## src/ide_defines.vh

```
// constants for the instruction decode and execution control block
`ifndef IDE_DEFINES_VH
`define IDE_DEFINES_VH

// instruction cycle: four oscillator periods
`define IDE_PHASE_LAST 2'h3
`define IDE_PHASE_FETCH 2'h1

// instruction classes, word bits 11:10
`define IDE_CLS_BYTE 2'h0
`define IDE_CLS_BIT 2'h1
`define IDE_CLS_JUMP 2'h2
`define IDE_CLS_LIT 2'h3

// byte-oriented opcodes, word bits 11:6
`define IDE_OP_STORE 6'h00
`define IDE_OP_MOVE 6'h02
`define IDE_OP_ADD 6'h03
`define IDE_OP_AND 6'h04
`define IDE_OP_OR 6'h05
`define IDE_OP_XOR 6'h06
`define IDE_OP_INC 6'h07
`define IDE_OP_DEC 6'h08
`define IDE_OP_CLR 6'h09
`define IDE_OP_INCSKZ 6'h0a
`define IDE_OP_DECSKZ 6'h0b

// bit-oriented sub-operations, word bits 9:8
`define IDE_BOP_CLR 2'h0
`define IDE_BOP_SET 2'h1
`define IDE_BOP_SKIPCLR 2'h2
`define IDE_BOP_SKIPSET 2'h3

// logic selector shared by byte and literal operations
`define IDE_LOG_PASS 2'h0
`define IDE_LOG_AND 2'h1
`define IDE_LOG_OR 2'h2
`define IDE_LOG_XOR 2'h3

// special file register indices
`define IDE_F_COUNTER 5'h01
`define IDE_F_PC 5'h02
`define IDE_F_PORT_A 5'h05
`define IDE_F_PORT_B 5'h06
`define IDE_F_PORT_C 5'h07
`define IDE_F_BANKED 4

// reset values
`define IDE_PC_RESET 11'h7ff
`define IDE_TRISTATE_LOAD_INSTR_RESET 8'hff
`define IDE_ACC_RESET 8'h00

`endif

```

## src/ide_unused_placeholder_removed.v

```verilog
// intentionally empty module-free file holding no logic
`timescale 1ns/1ps

```

## src/ide_core.v

```verilog
// instruction decode and execution control for a 12-bit instruction word
// Overview of operation
// - fetch 12-bit word, split opcode and operands
// - register field picks one of 32 files
// - pointer bits 5,6 select bank when banked
// - destination zero to accumulator, one to file
// - bit field picks bit, register field file
// - literal ops take 8 or 9 bit constant
// - one cycle; two on skip or branch
// - four oscillator periods per instruction cycle
// - program counter file writes clear bits 9 and 8
// - port read-modify uses pin levels
// - tristate load copies accumulator to direction latches
// - counter file write clears assigned prescaler
`timescale 1ns/1ps
`include "ide_defines.vh"

module ide_core (
  input wire ref_clk, // oscillator clock
  input wire sys_rst, // synchronous reset, active high
  input wire clk_en, // freezes all state while low
  input wire [11:0] instr_word, // word from program memory
  input wire [7:0] file_rdata, // data of addressed file register
  input wire [7:0] indirect_pointer, // pointer register contents
  input wire bank_enable, // banked family member
  input wire prescaler_to_counter, // prescaler assigned to counter
  input wire [7:0] port_a_pins, // port a pin levels
  input wire [7:0] port_b_pins, // port b pin levels
  input wire [7:0] port_c_pins, // port c pin levels
  output wire [10:0] program_counter, // fetch address
  output wire [6:0] file_addr, // file register address
  output wire file_we, // one-cycle file write strobe
  output wire [7:0] file_wdata, // file write data
  output wire [7:0] acc, // accumulator
  output wire [7:0] tristate_load_instr_a, // port a direction latches
  output wire [7:0] tristate_load_instr_b, // port b direction latches
  output wire [7:0] tristate_load_instr_c, // port c direction latches
  output wire prescaler_clr, // one-cycle prescaler clear
  output wire cycle_end, // pulse in last period of a cycle
  output wire exec_idle, // second cycle of a two-cycle op
  output wire [5:0] dec_opcode, // decoded opcode field
  output wire dec_dest, // decoded destination bit
  output wire [4:0] dec_reg, // decoded register designator
  output wire [2:0] dec_bit, // decoded bit number
  output wire [8:0] dec_lit // decoded literal
);

  reg [1:0] phase_reg;
  reg [11:0] ir_reg;
  reg [10:0] pc_reg;
  reg [7:0] acc_reg;
  reg [6:0] file_addr_reg;
  reg file_we_reg;
  reg [7:0] file_wdata_reg;
  reg [23:0] tristate_load_instr_reg;
  reg prescaler_clr_reg;
  reg cycle_end_reg;
  reg idle_reg;
  reg [23:0] pin_s1_reg;
  reg [23:0] pin_s2_reg;
  reg [23:0] pin_s3_reg;
  reg [23:0] pin_q_reg;

  // field decode of the held word
  wire [1:0] cls = ir_reg[11:10];
  wire [5:0] op6 = ir_reg[11:6];
  wire d_bit = ir_reg[5];
  wire [4:0] f_idx = ir_reg[4:0];
  wire [2:0] b_idx = ir_reg[7:5];
  wire [1:0] bop = ir_reg[9:8];
  wire [7:0] k8 = ir_reg[7:0];
  wire [8:0] k9 = ir_reg[8:0];

  // logic operation shared by byte and literal classes
  function [7:0] ide_logic;
    input [1:0] sel;
    input [7:0] a;
    input [7:0] b;
    begin
      case (sel)
        `IDE_LOG_AND: ide_logic = a & b;
        `IDE_LOG_OR: ide_logic = a | b;
        `IDE_LOG_XOR: ide_logic = a ^ b;
        default: ide_logic = b;
      endcase
    end
  endfunction

  // port register test
  function ide_is_port;
    input [4:0] f;
    begin
      ide_is_port = (f == `IDE_F_PORT_A) || (f == `IDE_F_PORT_B) ||
        (f == `IDE_F_PORT_C);
    end
  endfunction

  // bank-aware file address
  function [6:0] ide_faddr;
    input [4:0] f;
    input [7:0] ptr;
    input banked;
    begin
      if (banked && f[`IDE_F_BANKED])
        ide_faddr = {ptr[6:5], f};
      else
        ide_faddr = {2'h0, f};
    end
  endfunction

  // operand source: pins for ports, counter for pc, else file
  reg [7:0] src;
  always @*
  begin
    case (f_idx)
      `IDE_F_PORT_A: src = pin_q_reg[7:0];
      `IDE_F_PORT_B: src = pin_q_reg[15:8];
      `IDE_F_PORT_C: src = pin_q_reg[23:16];
      `IDE_F_PC: src = pc_reg[7:0];
      default: src = file_rdata;
    endcase
  end

  // execution: result, destination, skip and branch
  reg [7:0] res;
  reg wr_file;
  reg wr_acc;
  reg wr_tristate_load_instr;
  reg skip;
  reg jump;
  reg [10:0] jump_pc;
  reg [7:0] mask;
  always @*
  begin
    res = 8'h00;
    wr_file = 1'b0;
    wr_acc = 1'b0;
    wr_tristate_load_instr = 1'b0;
    skip = 1'b0;
    jump = 1'b0;
    jump_pc = pc_reg;
    mask = 8'h01 << b_idx;
    case (cls)
      `IDE_CLS_BYTE:
      begin
        wr_file = d_bit;
        wr_acc = ~d_bit;
        case (op6)
          `IDE_OP_STORE:
          begin
            res = acc_reg;
            wr_acc = 1'b0;
            wr_tristate_load_instr = ~d_bit && ide_is_port(f_idx);
          end
          `IDE_OP_MOVE: res = src;
          `IDE_OP_ADD: res = src + acc_reg;
          `IDE_OP_AND: res = ide_logic(`IDE_LOG_AND, acc_reg, src);
          `IDE_OP_OR: res = ide_logic(`IDE_LOG_OR, acc_reg, src);
          `IDE_OP_XOR: res = ide_logic(`IDE_LOG_XOR, acc_reg, src);
          `IDE_OP_INC: res = src + 8'h01;
          `IDE_OP_DEC: res = src - 8'h01;
          `IDE_OP_CLR: res = 8'h00;
          `IDE_OP_INCSKZ:
          begin
            res = src + 8'h01;
            skip = (res == 8'h00);
          end
          `IDE_OP_DECSKZ:
          begin
            res = src - 8'h01;
            skip = (res == 8'h00);
          end
          default:
          begin
            wr_file = 1'b0;
            wr_acc = 1'b0;
          end
        endcase
      end
      `IDE_CLS_BIT:
      begin
        case (bop)
          `IDE_BOP_CLR:
          begin
            res = src & ~mask;
            wr_file = 1'b1;
          end
          `IDE_BOP_SET:
          begin
            res = src | mask;
            wr_file = 1'b1;
          end
          `IDE_BOP_SKIPCLR: skip = ((src & mask) == 8'h00);
          default: skip = ((src & mask) != 8'h00);
        endcase
      end
      `IDE_CLS_JUMP:
      begin
        jump = 1'b1;
        if (ir_reg[9])
          jump_pc = {pc_reg[10:9], k9};
        else
          jump_pc = {pc_reg[10], 2'h0, k8};
      end
      default:
      begin
        res = ide_logic(bop, acc_reg, k8);
        wr_acc = 1'b1;
      end
    endcase
    // a file write that lands on the program counter is a branch
    if (wr_file && f_idx == `IDE_F_PC)
    begin
      wr_file = 1'b0;
      jump = 1'b1;
      jump_pc = {pc_reg[10], 2'h0, res};
    end
  end

  // three-flop pin synchroniser, value taken when stages 2 and 3 agree
  always @(posedge ref_clk)
  begin
    if (sys_rst)
    begin
      pin_s1_reg <= 24'h000000;
      pin_s2_reg <= 24'h000000;
      pin_s3_reg <= 24'h000000;
      pin_q_reg <= 24'h000000;
    end
    else if (clk_en)
    begin
      pin_s1_reg <= {port_c_pins, port_b_pins, port_a_pins};
      pin_s2_reg <= pin_s1_reg;
      pin_s3_reg <= pin_s2_reg;
      // take stage 3 only where stages 2 and 3 agree, else hold
      pin_q_reg <= (pin_s3_reg & ~(pin_s2_reg ^ pin_s3_reg)) |
        (pin_q_reg & (pin_s2_reg ^ pin_s3_reg));
    end
  end

  // phase sequencer, fetch and execute
  always @(posedge ref_clk)
  begin
    if (sys_rst)
    begin
      phase_reg <= 2'h0;
      ir_reg <= 12'h000;
      pc_reg <= `IDE_PC_RESET;
      acc_reg <= `IDE_ACC_RESET;
      file_addr_reg <= 7'h00;
      file_we_reg <= 1'b0;
      file_wdata_reg <= 8'h00;
      tristate_load_instr_reg <= {3{`IDE_TRISTATE_LOAD_INSTR_RESET}};
      prescaler_clr_reg <= 1'b0;
      cycle_end_reg <= 1'b0;
      idle_reg <= 1'b0;
    end
    else if (clk_en)
    begin
      phase_reg <= phase_reg + 2'h1;
      file_we_reg <= 1'b0;
      prescaler_clr_reg <= 1'b0;
      cycle_end_reg <= (phase_reg == `IDE_PHASE_LAST - 2'h1);
      if (phase_reg == `IDE_PHASE_FETCH && !idle_reg)
      begin
        ir_reg <= instr_word;
        file_addr_reg <= ide_faddr(instr_word[4:0], indirect_pointer,
          bank_enable);
      end
      if (phase_reg == `IDE_PHASE_LAST)
      begin
        if (idle_reg)
          idle_reg <= 1'b0;
        else
        begin
          if (wr_acc)
            acc_reg <= res;
          if (wr_file)
          begin
            file_we_reg <= 1'b1;
            file_wdata_reg <= res;
            if (f_idx == `IDE_F_COUNTER && prescaler_to_counter)
              prescaler_clr_reg <= 1'b1;
          end
          if (wr_tristate_load_instr)
          begin
            case (f_idx)
              `IDE_F_PORT_A: tristate_load_instr_reg[7:0] <= acc_reg;
              `IDE_F_PORT_B: tristate_load_instr_reg[15:8] <= acc_reg;
              default: tristate_load_instr_reg[23:16] <= acc_reg;
            endcase
          end
          if (jump)
            pc_reg <= jump_pc;
          else if (skip)
            pc_reg <= pc_reg + 11'h002;
          else
            pc_reg <= pc_reg + 11'h001;
          idle_reg <= jump | skip;
        end
      end
    end
  end

  // outputs straight from flip-flops
  assign program_counter = pc_reg;
  assign file_addr = file_addr_reg;
  assign file_we = file_we_reg;
  assign file_wdata = file_wdata_reg;
  assign acc = acc_reg;
  assign tristate_load_instr_a = tristate_load_instr_reg[7:0];
  assign tristate_load_instr_b = tristate_load_instr_reg[15:8];
  assign tristate_load_instr_c = tristate_load_instr_reg[23:16];
  assign prescaler_clr = prescaler_clr_reg;
  assign cycle_end = cycle_end_reg;
  assign exec_idle = idle_reg;
  assign dec_opcode = ir_reg[11:6];
  assign dec_dest = ir_reg[5];
  assign dec_reg = ir_reg[4:0];
  assign dec_bit = ir_reg[7:5];
  assign dec_lit = ir_reg[8:0];

endmodule // ide_core

```

## config.mk

```make
export PLATFORM = sky130hd
export DESIGN_NAME = ide_core
export DESIGN_NICKNAME = d
export VERILOG_FILES = /design/src/ide_unused_placeholder_removed.v /design/src/ide_core.v
export VERILOG_INCLUDE_DIRS = /design/src
export SDC_FILE = /design/constraint.sdc
export NUM_CORES = 1
export LEC_CHECK = 0
export ABC_AREA = 1
export BUFFER_PORTS_ARGS = -buffer_cell sky130_fd_sc_hd__clkbuf_2
export CAP_MARGIN = 0
export CORE_ASPECT_RATIO = 1.5
export CORE_MARGIN = 2
export CORE_UTILIZATION = 45
export CTS_CLUSTER_SIZE = 24
export DETAILED_ROUTE_END_ITERATION = 16
export PLACE_DENSITY = 0.69
export SYNTH_ARGS = -nofsm -noshare
export SYNTH_HDL_FRONTEND = slang
export SYNTH_SLANG_ARGS = --single-unit
```

## constraint.sdc

```tcl
create_clock -name ref_clk -period 3.7 [get_ports ref_clk]
set_input_delay 0.185 -clock ref_clk [delete_from_list [all_inputs] [get_ports ref_clk]]
set_output_delay 0.185 -clock ref_clk [all_outputs]
set_load 0.005 [all_outputs]
```

==> tab_implementation.tex, run 1 <==
\begin{tabular}{lr}
\hline
Metric & Value \\
\hline
\multicolumn{2}{l}{\textbf{Outcome}} \\
Run status & completed \\
\multicolumn{2}{l}{\textbf{Yosys}} \\
Top cells by area in the synthesized netlist & sky130\_fd\_sc\_hd\_\_dfxtp\_1, sky130\_fd\_sc\_hd\_\_nand2\_1, sky130\_fd\_sc\_hd\_\_o21ai\_0, sky130\_fd\_sc\_hd\_\_nor2\_1, sky130\_fd\_sc\_hd\_\_ha\_1 \\
Area share of the largest cell type after synthesis & 0.354 \\
Number of enable-type register cells in the synthesized netlist & 0 \\
Most instantiated flip-flop cell in the synthesis netlist & sky130\_fd\_sc\_hd\_\_dfxtp\_1 \\
Mapped Cells & 1342 \\
Most area-hungry cell type in the Yosys netlist & sky130\_fd\_sc\_hd\_\_dfxtp\_1 \\
Fraction of the yosys area taken by sequential cells & 0.354 \\
Syn Area/Cell & 7.04 sq um \\
Number of different library cells in the post-synthesis netlist & 50 \\
Netlist area before placement & 9450 sq um \\
Syn Nets & 1444 \\
Synth async-reset ratio & 0 \\
Number of register bits inferred by synthesis & 167 \\
Warnings from Yosys & 0 \\
\multicolumn{2}{l}{\textbf{Drt}} \\
Detailed-route DRC error count & 0 \\
First-pass iteration count of the detailed router & 5 \\
Via count & 9698 \\
Average detailed-routed wire length per instance & 17.5 microns \\
Number of DRC markers after the initial detailed-route iteration & 648 \\
Via density per instance & 5.43 \\
Post-Route WL & 31300 microns \\
Antenna-violating nets left & 0 \\
\multicolumn{2}{l}{\textbf{Finish}} \\
Antenna diode instance count & 0 \\
Net count of the finished layout & 1610 \\
Most frequent cells in the layout & sky130\_fd\_sc\_hd\_\_nand2\_1, sky130\_fd\_sc\_hd\_\_nor2\_1, sky130\_fd\_sc\_hd\_\_o21ai\_0, sky130\_fd\_sc\_hd\_\_dfxtp\_1, sky130\_fd\_sc\_hd\_\_clkbuf\_2 \\
Share of final-layout standard cells stronger than drive strength 1 & 0.199 \\
Area added between synthesis and finish & 20.8\% \\
Commonest non-fill, non-tap cell in the layout & sky130\_fd\_sc\_hd\_\_nand2\_1 \\
\multicolumn{2}{l}{\textbf{Clock tree}} \\
Clock root buffer & sky130\_fd\_sc\_hd\_\_clkbuf\_16 \\
Insertion delay to the later sink of the worst-skew pair & 0.44 ns \\
Max Root-Sink Buffers & 2 \\
Num CTS Buffers & 17 \\
Post-CTS setup-driven buffer insertion count & 0 \\
Clock tree from TritonCTS & built \\
\# clock sinks & 167 \\
CTS H-tree depth & 4 \\
Clock slew seen by the registers of the worst setup and hold paths & 0.07 ns \\
\multicolumn{2}{l}{\textbf{Floorplan}} \\
Initial Utilization & 0.461 \\
Die height & 182 microns \\
Area of the core & 20500 sq um \\
Horizontal die dimension & 122 microns \\
I/O Pins & 143 \\
Area of the die & 22200 sq um \\
Total number of placement rows & 64 \\
\multicolumn{2}{l}{\textbf{Worst setup path}} \\
Critical Path AT & 3.82 ns \\
Critical Path RT & 4.03 ns \\
R2r startpoint & ir\_reg[1]\$\_SDFFE\_PP0P\_ \\
Maximum fanout along the worst path & 6 \\
Worst setup SP type & flop \\
Start-to-end type of the worst setup path & reg -> reg \\
First element of the critical path & ir\_reg[1]\$\_SDFFE\_PP0P\_ \\
Worst Setup End Kind & flop \\
\multicolumn{2}{l}{\textbf{Pwr}} \\
PwrDens & 404 nW/um\^{}2 \\
Static power due to leakage & 5.45 nW \\
Power consumption & 0.00461 W \\
Largest vdd supply drop & 0.355 mV \\
\multicolumn{2}{l}{\textbf{STA}} \\
Setup repair after global routing missed its margin & false \\
Fmax achieved & 286 MHz \\
Setup Skew & 0.0150 ns \\
Final Setup Violations & 0 \\
Fin Setup TNS & 0 ns \\
Number of max-slew violations in the final report & 0 \\
Clock period minus worst slack & 3.49 ns \\
Headroom to the max-slew limit & 0.328 \\
Final hold violation count & 0 \\
Period Utilization, post-route & 0.944 \\
Pin slew with the least headroom to its limit & 1.01 ns \\
\multicolumn{2}{l}{\textbf{Placement}} \\
Total of buffers placed on input and output ports & 136 \\
Final GP Congestion & 0.952 \\
Half-perimeter wire length of the detailed placement result & 23300 microns \\
\multicolumn{2}{l}{\textbf{Min path}} \\
Critical hold path startpoint & instr\_word[6] \\
Tightest Hold Check Type & in -> reg \\
\multicolumn{2}{l}{\textbf{Global routing}} \\
Number of global-route vias before repair & 9029 \\
Congestion Overflow GR & 0 \\
First-pass GRT wire length & 48600 microns \\
Maximum number of pins on one net before global-route repair & 102 \\
Number of antenna violations at the first check in global routing & 0 \\
GRT Overall Usage & 0.285 \\
\multicolumn{2}{l}{\textbf{Flow run}} \\
Count of maximum capacitance violations & 0 \\
\hline
\end{tabular}
## kinds of logic after synthesis
| logic type | Yosys count | synth area share |
|---|---|---|
| and+or+nand+nor | 620 | 0.297 |
| AOI/OAI and AO/OA | 319 | 0.188 |
| buffers and inverters | 174 | 0.0851 |
| DFF | 167 | 0.354 |
| adders and majority gates | 45 | 0.0604 |
| xor gates and xnor gates | 17 | 0.0158 |
## area by class of cell
cell class	count	area (sq um)
Fill cell	2033	9080
Multi-Input combinational cell	1002	5320
Sequential cell	167	3350
Timing Repair Buffer	227	1450
Clock buffer	17	425
Inverter	93	359
Tap cell	264	330
Clock inverter	15	191
## cells in the mapped netlist (16+ instances only)
library cell and n:
sky130_fd_sc_hd__nand3_1 68, sky130_fd_sc_hd__xor2_1 16, sky130_fd_sc_hd__inv_1 73, sky130_fd_sc_hd__dfxtp_1 167, sky130_fd_sc_hd__o21ai_0 166, sky130_fd_sc_hd__o211ai_1 30, sky130_fd_sc_hd__clkbuf_1 45, sky130_fd_sc_hd__nand2_1 276
sky130_fd_sc_hd__nand4_1 27, sky130_fd_sc_hd__ha_1 44, sky130_fd_sc_hd__nor3_1 25, sky130_fd_sc_hd__nor2_1 175, sky130_fd_sc_hd__buf_4 18, sky130_fd_sc_hd__a21oi_1 88
## power by group
group	leakage, nW	switching (W)	total [W]	internal [W]
sequential	1.37	0.0000558	0.00192	0.00187
clock	0.302	0.000791	0.00187	0.00108
combinational	3.79	0.000521	0.000822	0.000301
## per-layer routing
metal  GRT usage  up-vias  share of wire
met3      0.0380       90          0.038
li1            -     4818              -
met5           0        -              0
met2       0.494      305           0.50
met4       0.175        0          0.061
met1       0.327     4485           0.40
## critical path, stage by stage (launching register included)
cell and delay [ns]:
sky130_fd_sc_hd__dfxtp_1 0.38, sky130_fd_sc_hd__inv_2 0.14, sky130_fd_sc_hd__nor2_4 0.08, sky130_fd_sc_hd__buf_4 0.15, sky130_fd_sc_hd__nand3_1 0.07, sky130_fd_sc_hd__nand2_1 0.07
sky130_fd_sc_hd__nor2_1 0.17, sky130_fd_sc_hd__nand2_4 0.07, sky130_fd_sc_hd__ha_1 0.24, sky130_fd_sc_hd__fa_1 0.40, sky130_fd_sc_hd__nand2_1 0.10, sky130_fd_sc_hd__nand2_1 0.07
sky130_fd_sc_hd__nand2_1 0.06, sky130_fd_sc_hd__nand2_1 0.07, sky130_fd_sc_hd__nand2_1 0.08, sky130_fd_sc_hd__nand2_1 0.06, sky130_fd_sc_hd__a21oi_1 0.19, sky130_fd_sc_hd__a21oi_1 0.11
sky130_fd_sc_hd__nor2_1 0.17, sky130_fd_sc_hd__nand4_1 0.16, sky130_fd_sc_hd__nand2_1 0.11, sky130_fd_sc_hd__nand2_1 0.16, sky130_fd_sc_hd__o21ai_0 0.21, sky130_fd_sc_hd__inv_1 0.07
## worst paths after layout
kind	endpoint	slack, ns	depth (start not counted)
max	file_wdata[6]$_SDFFE_PP0P_	0.21	23
min	ir_reg[6]$_SDFFE_PP0P_	0.03	3
max reg2reg	file_wdata[6]$_SDFFE_PP0P_	0.21	23
min reg2reg	file_addr[5]$_SDFFE_PP0P_	0.46	2
## stage by stage
step	cells	worst slack, ns	utilization	area [sq um]	hold slack, ns
after floorplan	1342	0.791	-	9450	0.320
after global placement	1728	0.151	0.514	10500	0.406
after detailed placement	1728	0.146	0.514	10500	0.414
after CTS	1784	0.129	0.556	11400	0.0120
after global routing	1785	0.00727	0.557	11400	0.0395
final	1785	0.208	0.557	11400	0.0257
## repair_timing
| item | in CTS | in global routing |
|---|---|---|
| hold buffers | 24 | 0 |
| gates resized for setup | 0 | 7 |
| endpoints found under the setup margin | 0 | 9 |
| hold endpoints to repair | 24 | 0 |
(Power assumes the default switching activity.)
==> run 2, diff against run 1 <==
--- a/config.mk
+++ b/config.mk
@@ -9,12 +9,15 @@
 export ABC_AREA = 1
 export BUFFER_PORTS_ARGS = -buffer_cell sky130_fd_sc_hd__clkbuf_2
 export CAP_MARGIN = 0
+export CELL_PAD_IN_SITES_DETAIL_PLACEMENT = 0
+export CELL_PAD_IN_SITES_GLOBAL_PLACEMENT = 1
 export CORE_ASPECT_RATIO = 1.5
 export CORE_MARGIN = 2
-export CORE_UTILIZATION = 45
+export CORE_UTILIZATION = 41
+export CTS_BUF_LIST = sky130_fd_sc_hd__clkbuf_8 sky130_fd_sc_hd__clkbuf_16
 export CTS_CLUSTER_SIZE = 24
 export DETAILED_ROUTE_END_ITERATION = 16
-export PLACE_DENSITY = 0.69
+export PLACE_DENSITY = 0.84
 export SYNTH_ARGS = -nofsm -noshare
 export SYNTH_HDL_FRONTEND = slang
 export SYNTH_SLANG_ARGS = --single-unit
==> tab_implementation.tex, run 2 (same netlist as run 1, synthesis figures left out) <==
\begin{tabular}{lr}
\hline
Metric & Value \\
\hline
\multicolumn{2}{l}{\textbf{Outcome}} \\
Run status & completed \\
\multicolumn{2}{l}{\textbf{Pwr}} \\
Largest vdd supply drop & 0.322 mV \\
Static power due to leakage & 5.43 nW \\
Power consumption & 0.00464 W \\
PwrDens & 407 nW/um\^{}2 \\
\multicolumn{2}{l}{\textbf{Placement}} \\
Total of buffers placed on input and output ports & 136 \\
Half-perimeter wire length of the detailed placement result & 23000 microns \\
Number of cells in the design after placement & 1735 \\
Area after DPL & 10500 sq um \\
Final GP Congestion & 0.963 \\
\multicolumn{2}{l}{\textbf{Finish}} \\
Commonest non-fill, non-tap cell in the layout & sky130\_fd\_sc\_hd\_\_nand2\_1 \\
Final standard cell count with taps included and fillers excluded & 1793 \\
Antenna diode instance count & 0 \\
Area added between synthesis and finish & 20.6\% \\
Total of fill cells in the finished design & 2377 \\
Final instance area & 11400 sq um \\
Most frequent cells in the layout & sky130\_fd\_sc\_hd\_\_nand2\_1, sky130\_fd\_sc\_hd\_\_nor2\_1, sky130\_fd\_sc\_hd\_\_o21ai\_0, sky130\_fd\_sc\_hd\_\_dfxtp\_1, sky130\_fd\_sc\_hd\_\_clkbuf\_2 \\
Share of final-layout standard cells stronger than drive strength 1 & 0.193 \\
Final core utilization & 0.500 \\
Net count of the finished layout & 1602 \\
\multicolumn{2}{l}{\textbf{Flow run}} \\
Count of maximum capacitance violations & 0 \\
\multicolumn{2}{l}{\textbf{Worst setup path}} \\
Worst Setup End Kind & flop \\
Cell with the largest stage delay on the worst path & sky130\_fd\_sc\_hd\_\_dfxtp\_2 \\
Worst reg2reg path depth & 21 \\
Most frequent CP cell & sky130\_fd\_sc\_hd\_\_nand2\_1 \\
Maximum fanout along the worst path & 7 \\
R2r startpoint & ir\_reg[4]\$\_SDFFE\_PP0P\_ \\
Cell Chain, Critical Path & inv\_2 -> buf\_4 -> nand4\_1 -> nand2\_1 -> nor2\_4 -> nand2\_8 -> inv\_1 -> ha\_1 -> nand3\_1 -> nand3\_1 -> buf\_4 -> o21ai\_0 -> o2111ai\_1 -> a21oi\_1 -> nand4\_1 -> nand2\_1 -> nand2\_1 -> a21boi\_1 -> nand2\_1 -> nand2\_1 -> nand2\_1 \\
Count of buffering cells on the critical path with inverters included & 4 \\
Critical Path AT & 3.79 ns \\
Reg-to-reg setup timing slack & 0.24 ns \\
Critical Path RT & 4.02 ns \\
CP max stage delay & 0.49 ns \\
Worst setup SP type & flop \\
Crit Reg-Reg Endpoint & program\_counter[3]\$\_SDFFE\_PP1P\_ \\
Start-to-end type of the worst setup path & reg -> reg \\
Top cell family by delay on the critical path & simple AND/OR/NAND/NOR gates \\
\multicolumn{2}{l}{\textbf{Min path}} \\
Min-Delay Path Depth & 3 \\
Critical hold path startpoint & instr\_word[11] \\
Hold EP & ir\_reg[11]\$\_SDFFE\_PP0P\_ \\
Tightest Hold Check Type & in -> reg \\
\multicolumn{2}{l}{\textbf{Drt}} \\
First-pass iteration count of the detailed router & 5 \\
Via density per instance & 5.31 \\
Detailed-route DRC error count & 0 \\
Antenna-violating nets left & 0 \\
Number of DRC markers after the initial detailed-route iteration & 629 \\
Post-Route WL & 31100 microns \\
Average detailed-routed wire length per instance & 17.3 microns \\
Via count & 9521 \\
\multicolumn{2}{l}{\textbf{STA}} \\
Clock period minus worst slack & 3.46 ns \\
Pin slew with the least headroom to its limit & 1.02 ns \\
Fin Setup TNS & 0 ns \\
Number of max-slew violations in the final report & 0 \\
Final hold violation count & 0 \\
Setup Skew & 0.00788 ns \\
Final Setup Violations & 0 \\
Period Utilization, post-route & 0.936 \\
Headroom to the max-slew limit & 0.322 \\
Fmax achieved & 289 MHz \\
\multicolumn{2}{l}{\textbf{Clock tree}} \\
Clock root buffer & sky130\_fd\_sc\_hd\_\_clkbuf\_16 \\
Insertion delay to the later sink of the worst-skew pair & 0.43 ns \\
Clock tree from TritonCTS & built \\
Clock slew seen by the registers of the worst setup and hold paths & 0.07 ns \\
\# clock sinks & 167 \\
CTS H-tree depth & 4 \\
Num CTS Buffers & 17 \\
Max Root-Sink Buffers & 2 \\
\multicolumn{2}{l}{\textbf{Global routing}} \\
First-pass GRT wire length & 48000 microns \\
GRT Overall Usage & 0.256 \\
Maximum number of pins on one net before global-route repair & 102 \\
Number of global-route vias before repair & 8826 \\
Global routing usage on met1 & 0.299 \\
GR peak layer & met2 \\
Congestion Overflow GR & 0 \\
Met3 track demand over resource in global routing & 0.0287 \\
Number of antenna violations at the first check in global routing & 0 \\
Global-route track usage on met2 & 0.449 \\
\multicolumn{2}{l}{\textbf{Floorplan}} \\
I/O Pins & 143 \\
Area of the die & 24300 sq um \\
Total number of placement rows & 68 \\
Horizontal die dimension & 128 microns \\
Initial Utilization & 0.415 \\
Die height & 190 microns \\
Area of the core & 22800 sq um \\
\hline
\end{tabular}
[run 2: worst max-delay path by stage]
| stage | start | end | slack [ns] | cells after the start |
|---|---|---|---|---|
| after floorplan | ir_reg[2]$_SDFFE_PP0P_ | program_counter[6]$_SDFFE_PP1P_ | 0.79 | 25 |
| after global placement | ir_reg[3]$_SDFFE_PP0P_ | program_counter[3]$_SDFFE_PP1P_ | 0.09 | 22 |
| after detailed placement | ir_reg[3]$_SDFFE_PP0P_ | program_counter[3]$_SDFFE_PP1P_ | 0.09 | 22 |
| after CTS | ir_reg[3]$_SDFFE_PP0P_ | program_counter[3]$_SDFFE_PP1P_ | 0.07 | 22 |
| after global routing | ir_reg[4]$_SDFFE_PP0P_ | program_counter[6]$_SDFFE_PP1P_ | -0.01 | 24 |
| final | ir_reg[4]$_SDFFE_PP0P_ | program_counter[3]$_SDFFE_PP1P_ | 0.24 | 21 |
[run 2: timing repair]
item / in CTS / in global routing
hold buffers: 24 / 0
setup buffers: 0 / 0
resized for setup: 0 / 6
setup endpoints to repair: 0 / 8
hold endpoints to repair: 24 / 0
[run 2: stage by stage]
step | hold slack (ns) | worst slack (ns)
detailed placement | 0.412 | 0.0869
floorplan | 0.320 | 0.791
global route | 0.0471 | -0.0140
CTS | 0.0234 | 0.0675
global placement | 0.406 | 0.0936
finish | 0.0404 | 0.236
[run 2: tightest hold or removal path: cells and delay by family]
kind / cells / cell delay, ns
AO/OA/AOI/OAI: 2 / 0.17
buffers and inverters: 1 / 0.07
[run 2: layer usage]
layer  vias to the layer above  wire length [microns]
met5                         -                      0
met1                      4380                  12200
met3                        76                   1250
met2                       259                  15900
met4                         0                   1760
li1                       4806                      -
[run 2: where the power goes]
| part | switching [W] | leakage, nW | total, W | internal [W] |
|---|---|---|---|---|
| clock network | 0.000754 | 0.316 | 0.00191 | 0.00116 |
| logic | 0.000512 | 3.75 | 0.000803 | 0.000291 |
| registers | 0.0000564 | 1.37 | 0.00192 | 0.00187 |
| total | 0.00132 | 5.43 | 0.00464 | 0.00331 |
[run 2: area by class of cell]
class                           instances  area, sq um  share of cell area
Inverter                               93          357              0.0313
Sequential cell                       167         3350               0.293
Tap cell                              280          350              0.0307
Timing Repair Buffer                  218         1380               0.121
Multi-Input combinational cell       1003         5340               0.468
Clock buffer                           18          439              0.0385
Clock inverter                         14          195              0.0171
==> run 3, diff against run 2 <==
--- a/config.mk
+++ b/config.mk
@@ -17,6 +17,7 @@
 export CTS_BUF_LIST = sky130_fd_sc_hd__clkbuf_8 sky130_fd_sc_hd__clkbuf_16
 export CTS_CLUSTER_SIZE = 24
 export DETAILED_ROUTE_END_ITERATION = 16
+export GPL_TIMING_DRIVEN = 0
 export PLACE_DENSITY = 0.84
 export SYNTH_ARGS = -nofsm -noshare
 export SYNTH_HDL_FRONTEND = slang
==> tab_implementation.tex, run 3 (same netlist as run 1, synthesis figures left out) <==
\begin{tabular}{lr}
\hline
Metric & Value \\
\hline
\multicolumn{2}{l}{\textbf{Placement}} \\
Number of cells in the design after placement & 1756 \\
Total of buffers placed on input and output ports & 134 \\
Final GP Congestion & 0.974 \\
Half-perimeter wire length of the detailed placement result & 25900 microns \\
\multicolumn{2}{l}{\textbf{Clock tree}} \\
Clock root buffer & sky130\_fd\_sc\_hd\_\_clkbuf\_16 \\
\# clock sinks & 167 \\
Num CTS Buffers & 17 \\
Clock tree from TritonCTS & built \\
Max Root-Sink Buffers & 2 \\
Clock slew seen by the registers of the worst setup and hold paths & 0.07 ns \\
CTS H-tree depth & 4 \\
Insertion delay to the later sink of the worst-skew pair & 0.45 ns \\
\multicolumn{2}{l}{\textbf{Finish}} \\
Final standard cell count with taps included and fillers excluded & 1821 \\
Most frequent cells in the layout & sky130\_fd\_sc\_hd\_\_nand2\_1, sky130\_fd\_sc\_hd\_\_nor2\_1, sky130\_fd\_sc\_hd\_\_o21ai\_0, sky130\_fd\_sc\_hd\_\_dfxtp\_1, sky130\_fd\_sc\_hd\_\_clkbuf\_2 \\
Share of final-layout standard cells stronger than drive strength 1 & 0.191 \\
Net count of the finished layout & 1630 \\
Antenna diode instance count & 0 \\
Area added between synthesis and finish & 21.8\% \\
Commonest non-fill, non-tap cell in the layout & sky130\_fd\_sc\_hd\_\_nand2\_1 \\
\multicolumn{2}{l}{\textbf{Floorplan}} \\
Horizontal die dimension & 128 microns \\
Die height & 190 microns \\
Total number of placement rows & 68 \\
Area of the core & 22800 sq um \\
Area of the die & 24300 sq um \\
I/O Pins & 143 \\
Initial Utilization & 0.415 \\
\multicolumn{2}{l}{\textbf{Worst setup path}} \\
CP max stage delay & 0.47 ns \\
Maximum fanout along the worst path & 10 \\
Top cell family by delay on the critical path & simple AND/OR/NAND/NOR gates \\
Worst Setup End Kind & flop \\
Critical Path RT & 4.04 ns \\
Cell with the largest stage delay on the worst path & sky130\_fd\_sc\_hd\_\_dfxtp\_2 \\
Count of buffering cells on the critical path with inverters included & 3 \\
Worst reg2reg path depth & 25 \\
Worst setup SP type & flop \\
Stages on the worst setup path & 25 \\
Critical Path AT & 3.95 ns \\
Most frequent CP cell & sky130\_fd\_sc\_hd\_\_nand2\_1 \\
Start-to-end type of the worst setup path & reg -> reg \\
\multicolumn{2}{l}{\textbf{Drt}} \\
First-pass iteration count of the detailed router & 6 \\
Antenna-violating nets left & 0 \\
Average detailed-routed wire length per instance & 18.3 microns \\
Number of DRC markers after the initial detailed-route iteration & 654 \\
Via density per instance & 5.43 \\
Post-Route WL & 33300 microns \\
Via count & 9890 \\
Detailed-route DRC error count & 0 \\
\multicolumn{2}{l}{\textbf{STA}} \\
Clock period minus worst slack & 3.61 ns \\
Pin slew with the least headroom to its limit & 0.846 ns \\
Fmax achieved & 277 MHz \\
Headroom to the max-slew limit & 0.430 \\
Period Utilization, post-route & 0.975 \\
Number of max-slew violations in the final report & 0 \\
Final Setup Violations & 0 \\
Final hold violation count & 0 \\
Fin Setup TNS & 0 ns \\
Setup Skew & 0.00928 ns \\
\multicolumn{2}{l}{\textbf{Min path}} \\
Min-Delay Path Depth & 3 \\
Tightest Hold Check Type & in -> reg \\
\multicolumn{2}{l}{\textbf{Outcome}} \\
Run status & completed \\
\multicolumn{2}{l}{\textbf{Global routing}} \\
GRT Overall Usage & 0.276 \\
Number of antenna violations at the first check in global routing & 0 \\
Congestion Overflow GR & 0 \\
Number of global-route vias before repair & 9372 \\
First-pass GRT wire length & 51000 microns \\
Maximum number of pins on one net before global-route repair & 19 \\
\multicolumn{2}{l}{\textbf{Flow run}} \\
Count of maximum capacitance violations & 0 \\
\multicolumn{2}{l}{\textbf{Pwr}} \\
PwrDens & 396 nW/um\^{}2 \\
Static power due to leakage & 5.40 nW \\
Largest vdd supply drop & 0.411 mV \\
\hline
\end{tabular}
run 3: path summary, 6_finish.rpt:
kind                                                 from                         endpoint  slack, ns
worst max register to register     ir_reg[2]$_SDFFE_PP0P_  program_counter[6]$_SDFFE_PP1P_       0.09
worst max-delay path               ir_reg[2]$_SDFFE_PP0P_  program_counter[6]$_SDFFE_PP1P_       0.09
worst min-delay path                        instr_word[7]           ir_reg[7]$_SDFFE_PP0P_       0.03
worst min register to register  file_addr[6]$_SDFFE_PP0P_        file_addr[6]$_SDFFE_PP0P_       0.46
run 3: report_power, final:
part           total [W]  internal (W)  switching [W]
Clock            0.00183      0.000967       0.000859
Sequential       0.00193       0.00186      0.0000627
Combinational   0.000809      0.000280       0.000529
Total            0.00456       0.00311        0.00145
run 3: tightest hold or removal path, delay by kind of cell:
| kind | cells | cell delay, ns |
|---|---|---|
| compound gates | 2 | 0.18 |
| buf+inv | 1 | 0.07 |
run 3: metrics by stage:
step	total power, W	worst slack [ns]	hold WS [ns]	utilization	instance area, sq um
6_report	0.00456	0.0910	0.0323	0.505	11500
3_3_place_gp	0.00272	-0.430	0.405	0.459	10500
3_5_place_dp	0.00272	-0.415	0.412	0.459	10500
5_1_grt	0.00476	-0.0308	0.0551	0.505	11500
4_1_cts	0.00457	0.0187	0.0102	0.499	11400
2_1_floorplan	0.00245	0.791	0.320	-	9450
run 3: what timing repair did:
action | 4_1_cts | 5_1_grt
gates resized for setup | 17 | 23
pin swaps | 2 | 7
endpoints found under the setup margin | 17 | 13
endpoints found under the hold margin | 24 | 0
hold buffers | 24 | 0
buffers inserted | 3 | 6
run 3: per-layer routing:
metal | up-vias | global-route usage | part of all wire
met5 | - | 0 | 0
met4 | 0 | 0.189 | 0.068
li1 | 4875 | - | -
met3 | 106 | 0.0374 | 0.045
met1 | 4539 | 0.288 | 0.37
met2 | 370 | 0.507 | 0.52
run 3: layout make-up:
cell class,instances,area (sq um)
fill,2377,11300
timing repair buffer,167,978
tap,280,350
inverter,93,357
clock buffer,17,425
clock inverter,15,181
multi-input combinational,1001,5410
buffer,81,455
sequential,167,3360
